### src/rtl/timer_counter_pkg.sv
// constants and types shared by the timer-counter block
package timer_counter_pkg;

  // apb register byte offsets
  localparam logic [7:0] COUNT_OFFSET  = 8'h00;
  localparam logic [7:0] CTRL_OFFSET   = 8'h04;
  localparam logic [7:0] STATUS_OFFSET = 8'h08;
  localparam logic [7:0] BUFFER_OFFSET = 8'h0C;

  // ctrl register fields
  localparam int CMD_LSB  = 0;
  localparam int CMD_W    = 4;
  localparam int MODE_LSB = 0;

  // status register fields
  localparam int ST_IRQ_FLAG  = 0;
  localparam int ST_IRQ_EN    = 1;
  localparam int ST_TOGGLE_EN = 2;
  localparam int ST_Q         = 3;
  localparam int ST_FLAG_ONE  = 4;
  localparam int ST_FLAG_TWO  = 5;
  localparam int ST_PRESC_LSB = 8;

  // command codes written to ctrl
  localparam logic [3:0] CMD_NONE        = 4'h0;
  localparam logic [3:0] CMD_STOP        = 4'h1;
  localparam logic [3:0] CMD_DECREMENT   = 4'h2;
  localparam logic [3:0] CMD_EVENT_ONE   = 4'h3;
  localparam logic [3:0] CMD_EVENT_TWO   = 4'h4;
  localparam logic [3:0] CMD_TIMER       = 4'h5;
  localparam logic [3:0] CMD_PULSE_ONE   = 4'h6;
  localparam logic [3:0] CMD_PULSE_TWO   = 4'h7;
  localparam logic [3:0] CMD_TOGGLE_ON   = 4'h8;
  localparam logic [3:0] CMD_TOGGLE_OFF  = 4'h9;
  localparam logic [3:0] CMD_IRQ_EN_SET  = 4'hA;
  localparam logic [3:0] CMD_IRQ_EN_CLR  = 4'hB;

  // timing and reset values
  localparam int         PRESC_DIV      = 32;
  localparam int         COUNT_W        = 8;
  localparam logic [7:0] COUNT_RESET    = 8'h00;
  localparam logic [7:0] COUNT_WRAP_AT  = 8'h01;
  localparam logic       IRQ_EN_RESET   = 1'b1;

  // counting modes
  typedef enum logic [2:0] {
    MODE_STOPPED,
    MODE_EVENT_ONE,
    MODE_EVENT_TWO,
    MODE_TIMER,
    MODE_PULSE_ONE,
    MODE_PULSE_TWO
  } mode_t;

endpackage : timer_counter_pkg

### src/rtl/cpu_timer_counter.sv
// presettable down-counter with prescaler, modes and apb registers
//
// Chosen here: the APB register port and the register addresses.
`timescale 1ns/100ps

// Summary of operation
// - 8-bit down-counter, selectable count sources
// - at 01 next count reloads, sets irq
// - preset zero gives 256 counts per period
// - load sets counter and buffer, clears irq unless a wrap hits in the same cycle
// - reading counter changes nothing
// - event modes count falling flag edges
// - timer counts prescaler out, rising pulse
// - prescaler held reset unless timer running
// - pulse modes count pulses while flag low
// - flag release stops, clears mode, sets irq
// - pulse-mode wrap sets irq, keeps counting
// - flags still visible for branch testing
// - stop clears mode, keeps count value
// - decrement command counts one in software
// - toggle enabled: q flips on wrap
// - cpu reset sets prescaler to top, clears irq; sets enable
// - no event counting during pause
// - timing pulse once per machine cycle
module cpu_timer_counter
  import timer_counter_pkg::*;
#(
  parameter int CNT_W = timer_counter_pkg::COUNT_W,
  parameter int DIV   = timer_counter_pkg::PRESC_DIV
) (
  // clock, reset, clock enable
  input  wire logic        pclk,
  input  wire logic        presetn,
  input  wire logic        ce,
  // processor reset mode, synchronous, active high
  input  wire logic        cpu_reset,
  // apb slave
  input  wire logic        psel,
  input  wire logic        penable,
  input  wire logic        pwrite,
  input  wire logic [7:0]  paddr,
  input  wire logic [31:0] pwdata,
  output logic             pready,
  output logic [31:0]      prdata,
  output logic             pslverr,
  // count inputs, flags are active low pins
  input  wire logic        flag_input_one_n,
  input  wire logic        flag_input_two_n,
  input  wire logic        cycle_timing_pulse,
  // outputs
  output logic             counter_irq,
  output logic             q_out,
  output logic             flag_test_one,
  output logic             flag_test_two
);
  import timer_counter_pkg::*;

  localparam int PW = $clog2(DIV);
  localparam logic [PW-1:0]    PRESC_TOP = PW'(DIV - 1);
  localparam logic [CNT_W-1:0] WRAP_AT   = CNT_W'(COUNT_WRAP_AT);

  typedef struct packed {
    logic [CNT_W-1:0] count;
    logic [CNT_W-1:0] preset;
    mode_t            mode;
    logic [PW-1:0]    presc;
    logic             irq_flag;
    logic             irq_en;
    logic             toggle_en;
    logic             q;
    logic             f1_prev;
    logic             f2_prev;
    logic             tpa_prev;
    logic             f1_q;
    logic             f2_q;
    logic [31:0]      rdata;
  } state_t;

  state_t s_q;
  state_t s_d;

  function automatic logic addr_is(input logic [7:0] a,
                                   input logic [7:0] off);
    addr_is = (a == off);
  endfunction : addr_is

  // word-aligned map of four registers; anything else errors
  function automatic logic is_mapped(input logic [7:0] a);
    is_mapped = addr_is(a, COUNT_OFFSET) ||
                addr_is(a, CTRL_OFFSET) ||
                addr_is(a, STATUS_OFFSET) ||
                addr_is(a, BUFFER_OFFSET);
  endfunction : is_mapped

  // pin edges against the sample of the last enabled clock
  function automatic logic fell_edge(input logic now_v,
                                     input logic prev_v);
    fell_edge = !now_v && prev_v;
  endfunction : fell_edge

  function automatic logic rose_edge(input logic now_v,
                                     input logic prev_v);
    rose_edge = now_v && !prev_v;
  endfunction : rose_edge

  // the step from 01 that reloads the preset
  function automatic logic wrap_hit(input logic             t,
                                    input logic [CNT_W-1:0] c);
    wrap_hit = t && (c == WRAP_AT);
  endfunction : wrap_hit

  // prescaler runs top down to zero; held at top outside timer
  function automatic logic [PW-1:0] presc_next(input mode_t         m,
                                               input logic          up,
                                               input logic [PW-1:0] p);
    presc_next = p;
    if (m != MODE_TIMER) begin
      presc_next = PRESC_TOP;
    end else if (up) begin
      if (p == '0) begin
        presc_next = PRESC_TOP;
      end else begin
        presc_next = p - 1'b1;
      end
    end
  endfunction : presc_next

  // selected count source, one request per enabled clock
  function automatic logic src_tick(input mode_t m,
                                    input logic  ev_one,
                                    input logic  ev_two,
                                    input logic  pre_out,
                                    input logic  tpa_up,
                                    input logic  one_n,
                                    input logic  two_n);
    src_tick = 1'b0;
    case (m)
      MODE_EVENT_ONE: begin
        src_tick = ev_one;
      end
      MODE_EVENT_TWO: begin
        src_tick = ev_two;
      end
      MODE_TIMER: begin
        src_tick = pre_out;
      end
      MODE_PULSE_ONE: begin
        src_tick = tpa_up && !one_n;
      end
      MODE_PULSE_TWO: begin
        src_tick = tpa_up && !two_n;
      end
      default: begin
        src_tick = 1'b0;
      end
    endcase
  endfunction : src_tick

  // mode commands; anything else keeps the current mode
  function automatic mode_t next_mode(input logic [3:0] c,
                                      input mode_t      m);
    next_mode = m;
    case (c)
      CMD_STOP: begin
        next_mode = MODE_STOPPED;
      end
      CMD_EVENT_ONE: begin
        next_mode = MODE_EVENT_ONE;
      end
      CMD_EVENT_TWO: begin
        next_mode = MODE_EVENT_TWO;
      end
      CMD_TIMER: begin
        next_mode = MODE_TIMER;
      end
      CMD_PULSE_ONE: begin
        next_mode = MODE_PULSE_ONE;
      end
      CMD_PULSE_TWO: begin
        next_mode = MODE_PULSE_TWO;
      end
      default: begin
        next_mode = m;
      end
    endcase
  endfunction : next_mode

  // read word built from a copy; no state is touched
  function automatic logic [31:0] read_word(input state_t     s,
                                            input logic [7:0] a);
    read_word = '0;
    if (addr_is(a, COUNT_OFFSET)) begin
      read_word[CNT_W-1:0] = s.count;
    end else if (addr_is(a, BUFFER_OFFSET)) begin
      read_word[CNT_W-1:0] = s.preset;
    end else if (addr_is(a, CTRL_OFFSET)) begin
      read_word[MODE_LSB +: 3] = s.mode;
    end else if (addr_is(a, STATUS_OFFSET)) begin
      read_word[ST_IRQ_FLAG]        = s.irq_flag;
      read_word[ST_IRQ_EN]          = s.irq_en;
      read_word[ST_TOGGLE_EN]       = s.toggle_en;
      read_word[ST_Q]               = s.q;
      read_word[ST_FLAG_ONE]        = s.f1_q;
      read_word[ST_FLAG_TWO]        = s.f2_q;
      read_word[ST_PRESC_LSB +: PW] = s.presc;
    end
  endfunction : read_word

  logic       setup;
  logic       wr;
  logic       mapped;
  logic [3:0] cmd;
  logic       tpa_rise;
  logic       f1_fall;
  logic       f2_fall;
  logic       f1_rise;
  logic       f2_rise;
  logic       tick;
  logic       presc_out;

  assign setup  = psel && !penable;
  assign wr     = ce && psel && penable && pwrite;
  assign mapped = is_mapped(paddr);
  assign cmd    = (wr && addr_is(paddr, CTRL_OFFSET)) ?
                  pwdata[CMD_LSB +: CMD_W] : CMD_NONE;

  // edges taken against the previous sample of each pin
  assign tpa_rise = rose_edge(cycle_timing_pulse, s_q.tpa_prev);
  assign f1_fall  = fell_edge(flag_input_one_n, s_q.f1_prev);
  assign f2_fall  = fell_edge(flag_input_two_n, s_q.f2_prev);
  assign f1_rise  = rose_edge(flag_input_one_n, s_q.f1_prev);
  assign f2_rise  = rose_edge(flag_input_two_n, s_q.f2_prev);

  assign presc_out = tpa_rise && (s_q.presc == '0);

  // count source select
  always_comb begin
    tick = src_tick(s_q.mode, f1_fall, f2_fall, presc_out, tpa_rise,
                    flag_input_one_n, flag_input_two_n);
    if (cmd == CMD_DECREMENT) begin
      tick = 1'b1;
    end
  end

  always_comb begin
    s_d = s_q;
    s_d.f1_prev  = flag_input_one_n;
    s_d.f2_prev  = flag_input_two_n;
    s_d.tpa_prev = cycle_timing_pulse;
    s_d.f1_q     = !flag_input_one_n;
    s_d.f2_q     = !flag_input_two_n;

    // prescaler
    s_d.presc = presc_next(s_q.mode, tpa_rise, s_q.presc);

    // counter; zero decrements to all ones, giving 256 counts
    if (wrap_hit(tick, s_q.count)) begin
      s_d.count    = s_q.preset;
      s_d.irq_flag = 1'b1;
      if (s_q.toggle_en) begin
        s_d.q = !s_q.q;
      end
    end else if (tick) begin
      s_d.count = s_q.count - 1'b1;
    end

    // pulse end: stop and latch request
    if ((s_q.mode == MODE_PULSE_ONE && f1_rise) ||
        (s_q.mode == MODE_PULSE_TWO && f2_rise)) begin
      s_d.mode     = MODE_STOPPED;
      s_d.irq_flag = 1'b1;
    end

    // commands; a new mode replaces the old one
    s_d.mode = next_mode(cmd, s_d.mode);
    case (cmd)
      CMD_TOGGLE_ON: begin
        s_d.toggle_en = 1'b1;
      end
      CMD_TOGGLE_OFF: begin
        s_d.toggle_en = 1'b0;
      end
      CMD_IRQ_EN_SET: begin
        s_d.irq_en = 1'b1;
      end
      CMD_IRQ_EN_CLR: begin
        s_d.irq_en = 1'b0;
      end
      default: begin
        s_d.irq_en = s_d.irq_en;
      end
    endcase
    if (cmd == CMD_STOP) begin
      s_d.presc = PRESC_TOP;
    end

    // load: a wrap in the same cycle still leaves the flag set
    if (wr && addr_is(paddr, COUNT_OFFSET)) begin
      s_d.count    = pwdata[CNT_W-1:0];
      s_d.preset   = pwdata[CNT_W-1:0];
      s_d.irq_flag = wrap_hit(tick, s_q.count);
    end

    // processor reset keeps count, preset and mode
    if (cpu_reset) begin
      s_d.presc    = PRESC_TOP;
      s_d.irq_flag = 1'b0;
      s_d.irq_en   = IRQ_EN_RESET;
      s_d.q        = 1'b0;
    end

    // read data captured in setup; reads touch no state
    if (setup && !pwrite) begin
      s_d.rdata = read_word(s_q, paddr);
    end
  end

  // count and preset have no documented reset; power-on gives zero
  always_ff @(posedge pclk or negedge presetn) begin
    if (!presetn) begin
      s_q           <= '0;
      s_q.count     <= CNT_W'(COUNT_RESET);
      s_q.preset    <= CNT_W'(COUNT_RESET);
      s_q.mode      <= MODE_STOPPED;
      s_q.presc     <= PRESC_TOP;
      s_q.irq_en    <= IRQ_EN_RESET;
      s_q.f1_prev   <= 1'b1;
      s_q.f2_prev   <= 1'b1;
    end else if (ce) begin
      s_q <= s_d;
    end
  end

  // apb answers in the access cycle while ce is high
  assign pready        = ce;
  assign pslverr       = psel && penable && !mapped;
  assign prdata        = s_q.rdata;
  assign counter_irq   = s_q.irq_flag && s_q.irq_en;
  assign q_out         = s_q.q;
  assign flag_test_one = s_q.f1_q;
  assign flag_test_two = s_q.f2_q;

endmodule : cpu_timer_counter

### config.mk
export PLATFORM = sky130hd
export DESIGN_NAME = cpu_timer_counter
export DESIGN_NICKNAME = d
export VERILOG_FILES = /design/src/rtl/timer_counter_pkg.sv /design/src/rtl/cpu_timer_counter.sv
export SDC_FILE = /design/constraint.sdc
export NUM_CORES = 1
export LEC_CHECK = 0
export BUFFER_PORTS_ARGS = -buffer_cell sky130_fd_sc_hd__buf_2
export CAP_MARGIN = 20
export CORE_UTILIZATION = 52
export DETAILED_ROUTE_END_ITERATION = 16
export PLACE_DENSITY = 0.81
export SLEW_MARGIN = 20
export SYNTH_ARGS = -nofsm -noshare
export SYNTH_HDL_FRONTEND = slang
export SYNTH_SLANG_ARGS = --single-unit
### constraint.sdc
create_clock -name pclk -period 2.5 [get_ports pclk]
set_input_delay 0.5 -clock pclk [delete_from_list [all_inputs] [get_ports pclk]]
set_output_delay 0.5 -clock pclk [all_outputs]
set_load 0.01 [all_outputs]
==> metrics.txt <==
drt pass-1 iters=4; vias in the first global route=2014; Avg WL per Cell=roughly 15 um; share of cells above drive strength 1=around a quarter; Final TNS setup=0 ps; largest net degree at the start of global routing=21; WL final=6.09 mm; Setup CP Type=register to register; cell breakdown of the critical path=inv_1 > ha_1 > nor4b_2 > a32oi_1 > o22ai_1 > o21ai_4 > a2111oi_0 > a311o_1; DIE AREA=5740 sq um; cell row count=26; Placed Area=2970 sq um; Post-synth EDFFs=0; Crit-path slowest cell=dfstp_2; Final Hold Fails=0; dominant register cell in the synthesized netlist=dfrtp_1; htree depth=2; Seq cells post-synth=46; DP Cell Count=401; fin crit share=approximately nine tenths; PortBufs=44; post-synthesis sequential area ratio=between 40% and 50%; initial DRC count=between 150 and 200; CP Capture Type=register; Leak Pwr=~1.5 nW; worst slack at placement=104 ps; Async S/R FF share, synth=100%; Clock transition at path regs=approximately 90 ps; Final GP Congestion=0.853; Initial Utilization=between 50% and 60%; post-synthesis cell count=303; CP startpoint kind=register; Root Driver=clkbuf_8; Core Util, Final=around three fifths; commonest cells in the netlist=nand2_1, dfrtp_1, buf_4, nor2_1, o21ai_0; CORE AREA=5170 sq um; area leader, netlist=dfrtp_1; grt ovf=0; Max Cap Viol=0; Inserted Diodes=0; synth warn=0; CP peak stage delay=580 ps; status=finished, final reports clean; Pwr Total=1.53 mW; Peak supply drop=roughly 0.00021 V; Tightest Pin Transition=508 ps; Vias=2298; Max Freq=441 MHz; vias per inst=5.62; minimum clock period=around 2300 ps; CTS tree=built; PwrDens=495 nW/um^2; Setup WS post-layout=about 230 ps; initial antenna violation count=0; Mapped Area=2830 sq um; CTS max path bufs=2; Final Slew Violations=0; share of the synthesized area in the top cell type=33.6%; Hold Crit Class=input port to async pin; Slew Limit Headroom=65.8%; crit path max fanout=16; Final Cell Area=3090 sq um; clock skew=9.38 ps; clock sink total=46; Final setup viols=0; Worst Hold Slack=143 ps; Clock Latency Late Sink=300 ps; top cells by area, synth=dfrtp_1, buf_4, dfstp_2; final antenna-violating net count=0; RSZ-0062 raised after global routing=false; CP Data Arrival Time=about 2500 ps; Yosys cell types=57; HPWL Detailed=roughly 4.6 mm; count leader, synth=nand2_1; area grow syn2layout=9.10%; TritonCTS buffer count=5; first-pass GRT wire length=9.22 mm; CTS Hold Bufs=0; DR DRC count=0; Die Height=~76 um; Layout Cells excl Fill=409; Die W=75.8 um; GRT Overall Usage=21.8%; nets@finish=392; Avg Cell Area, Syn=slightly above 9 sq um; CP required=2690 ps; IO Count=just under 90
-- layer usage --
metal	global-route usage [%]	share of wire (%)	vias to the layer above
met2	35.7	47	110
li1	-	-	1099
met4	10.5	3.0	0
met3	4.37	7.1	12
met1	27.4	43	1077
met5	0	0	-
-- sequential cells by signal, indices dropped and copies added, names as in the netlist --
name	flops
flag_test_two	1
q_out	1
s_q	30
prdata	13
flag_test_one	1
-- what timing repair did --
item,4_1_cts,5_1_grt
setup buffers,0,0
gates resized for setup,0,1
setup endpoints to repair,0,1
-- cell families (layout without fill, tap and decap cells) --
family	Yosys count	in the layout	synth area share [%]
other	1	19	0.132
muxes	9	9	5.13
xor gates and xnor gates	4	4	1.24
buffers and inverters	52	70	11.9
adders and majority gates	4	4	1.77
DFF	46	46	41.0
and+or+nand+nor	123	123	22.9
AOI/OAI and AO/OA	64	64	16.0
-- power by group --
part / internal [mW] / switching, mW
Combinational: 0.0731 / 0.117
Sequential: 0.763 / 0.0198
Clock: 0.298 / 0.257
Total: 1.13 / 0.394
-- layout by cell type, fill, tap and decap left out, types with 5 or more instances in the layout --
cell type  count
dfstp_2        8
a22o_1         8
inv_1          8
buf_2         44
a22oi_1        5
o21ai_0       15
conb_1        19
mux2_2         5
nor3_1         6
dfrtp_1       38
clkbuf_8       5
nand2b_1       5
nor2_1        19
nand2_1       50
a21oi_1        8
buf_4          9
nand3_1       12
-- critical path, delay by kind of cell, from the launching register on --
kind                     cells  cell delay [ps]
flip-flops                   1              580
AO/OA/AOI/OAI                5             1130
buffers and inverters        1               70
adder cells (fa/ha/maj)      1              190
AND/OR/NAND/NOR              1              180
-- path summary, 6_finish.rpt --
path,cells past startpoint,startpoint,end,slack [ps]
setup / recovery,8,s_q[41]$_DFFE_PN1P_,s_q[58]$_DFFE_PN0P_,230
hold / removal,1,presetn,s_q[57]$_DFFE_PN0P_,140
setup reg to reg,8,s_q[41]$_DFFE_PN1P_,s_q[58]$_DFFE_PN0P_,230
hold reg to reg,2,prdata[6]$_DFFE_PN0P_,prdata[6]$_DFFE_PN0P_,480
max in group asynchronous,2,presetn,s_q[42]$_DFFE_PN1P_,1720
min in group pclk,3,pwdata[4],s_q[53]$_DFFE_PN0P_,410
-- cell type report --
type | count | area (sq um)
Tap cell | 70 | 87.6
Inverter | 9 | 33.8
Clock buffer | 6 | 72.6
Multi-Input combinational cell | 223 | 1410
Timing Repair Buffer | 53 | 288
Fill cell | 426 | 2080
Clock inverter | 2 | 37.5
Sequential cell | 46 | 1160
No activity file was read; power rests on OpenSTA's default activity.
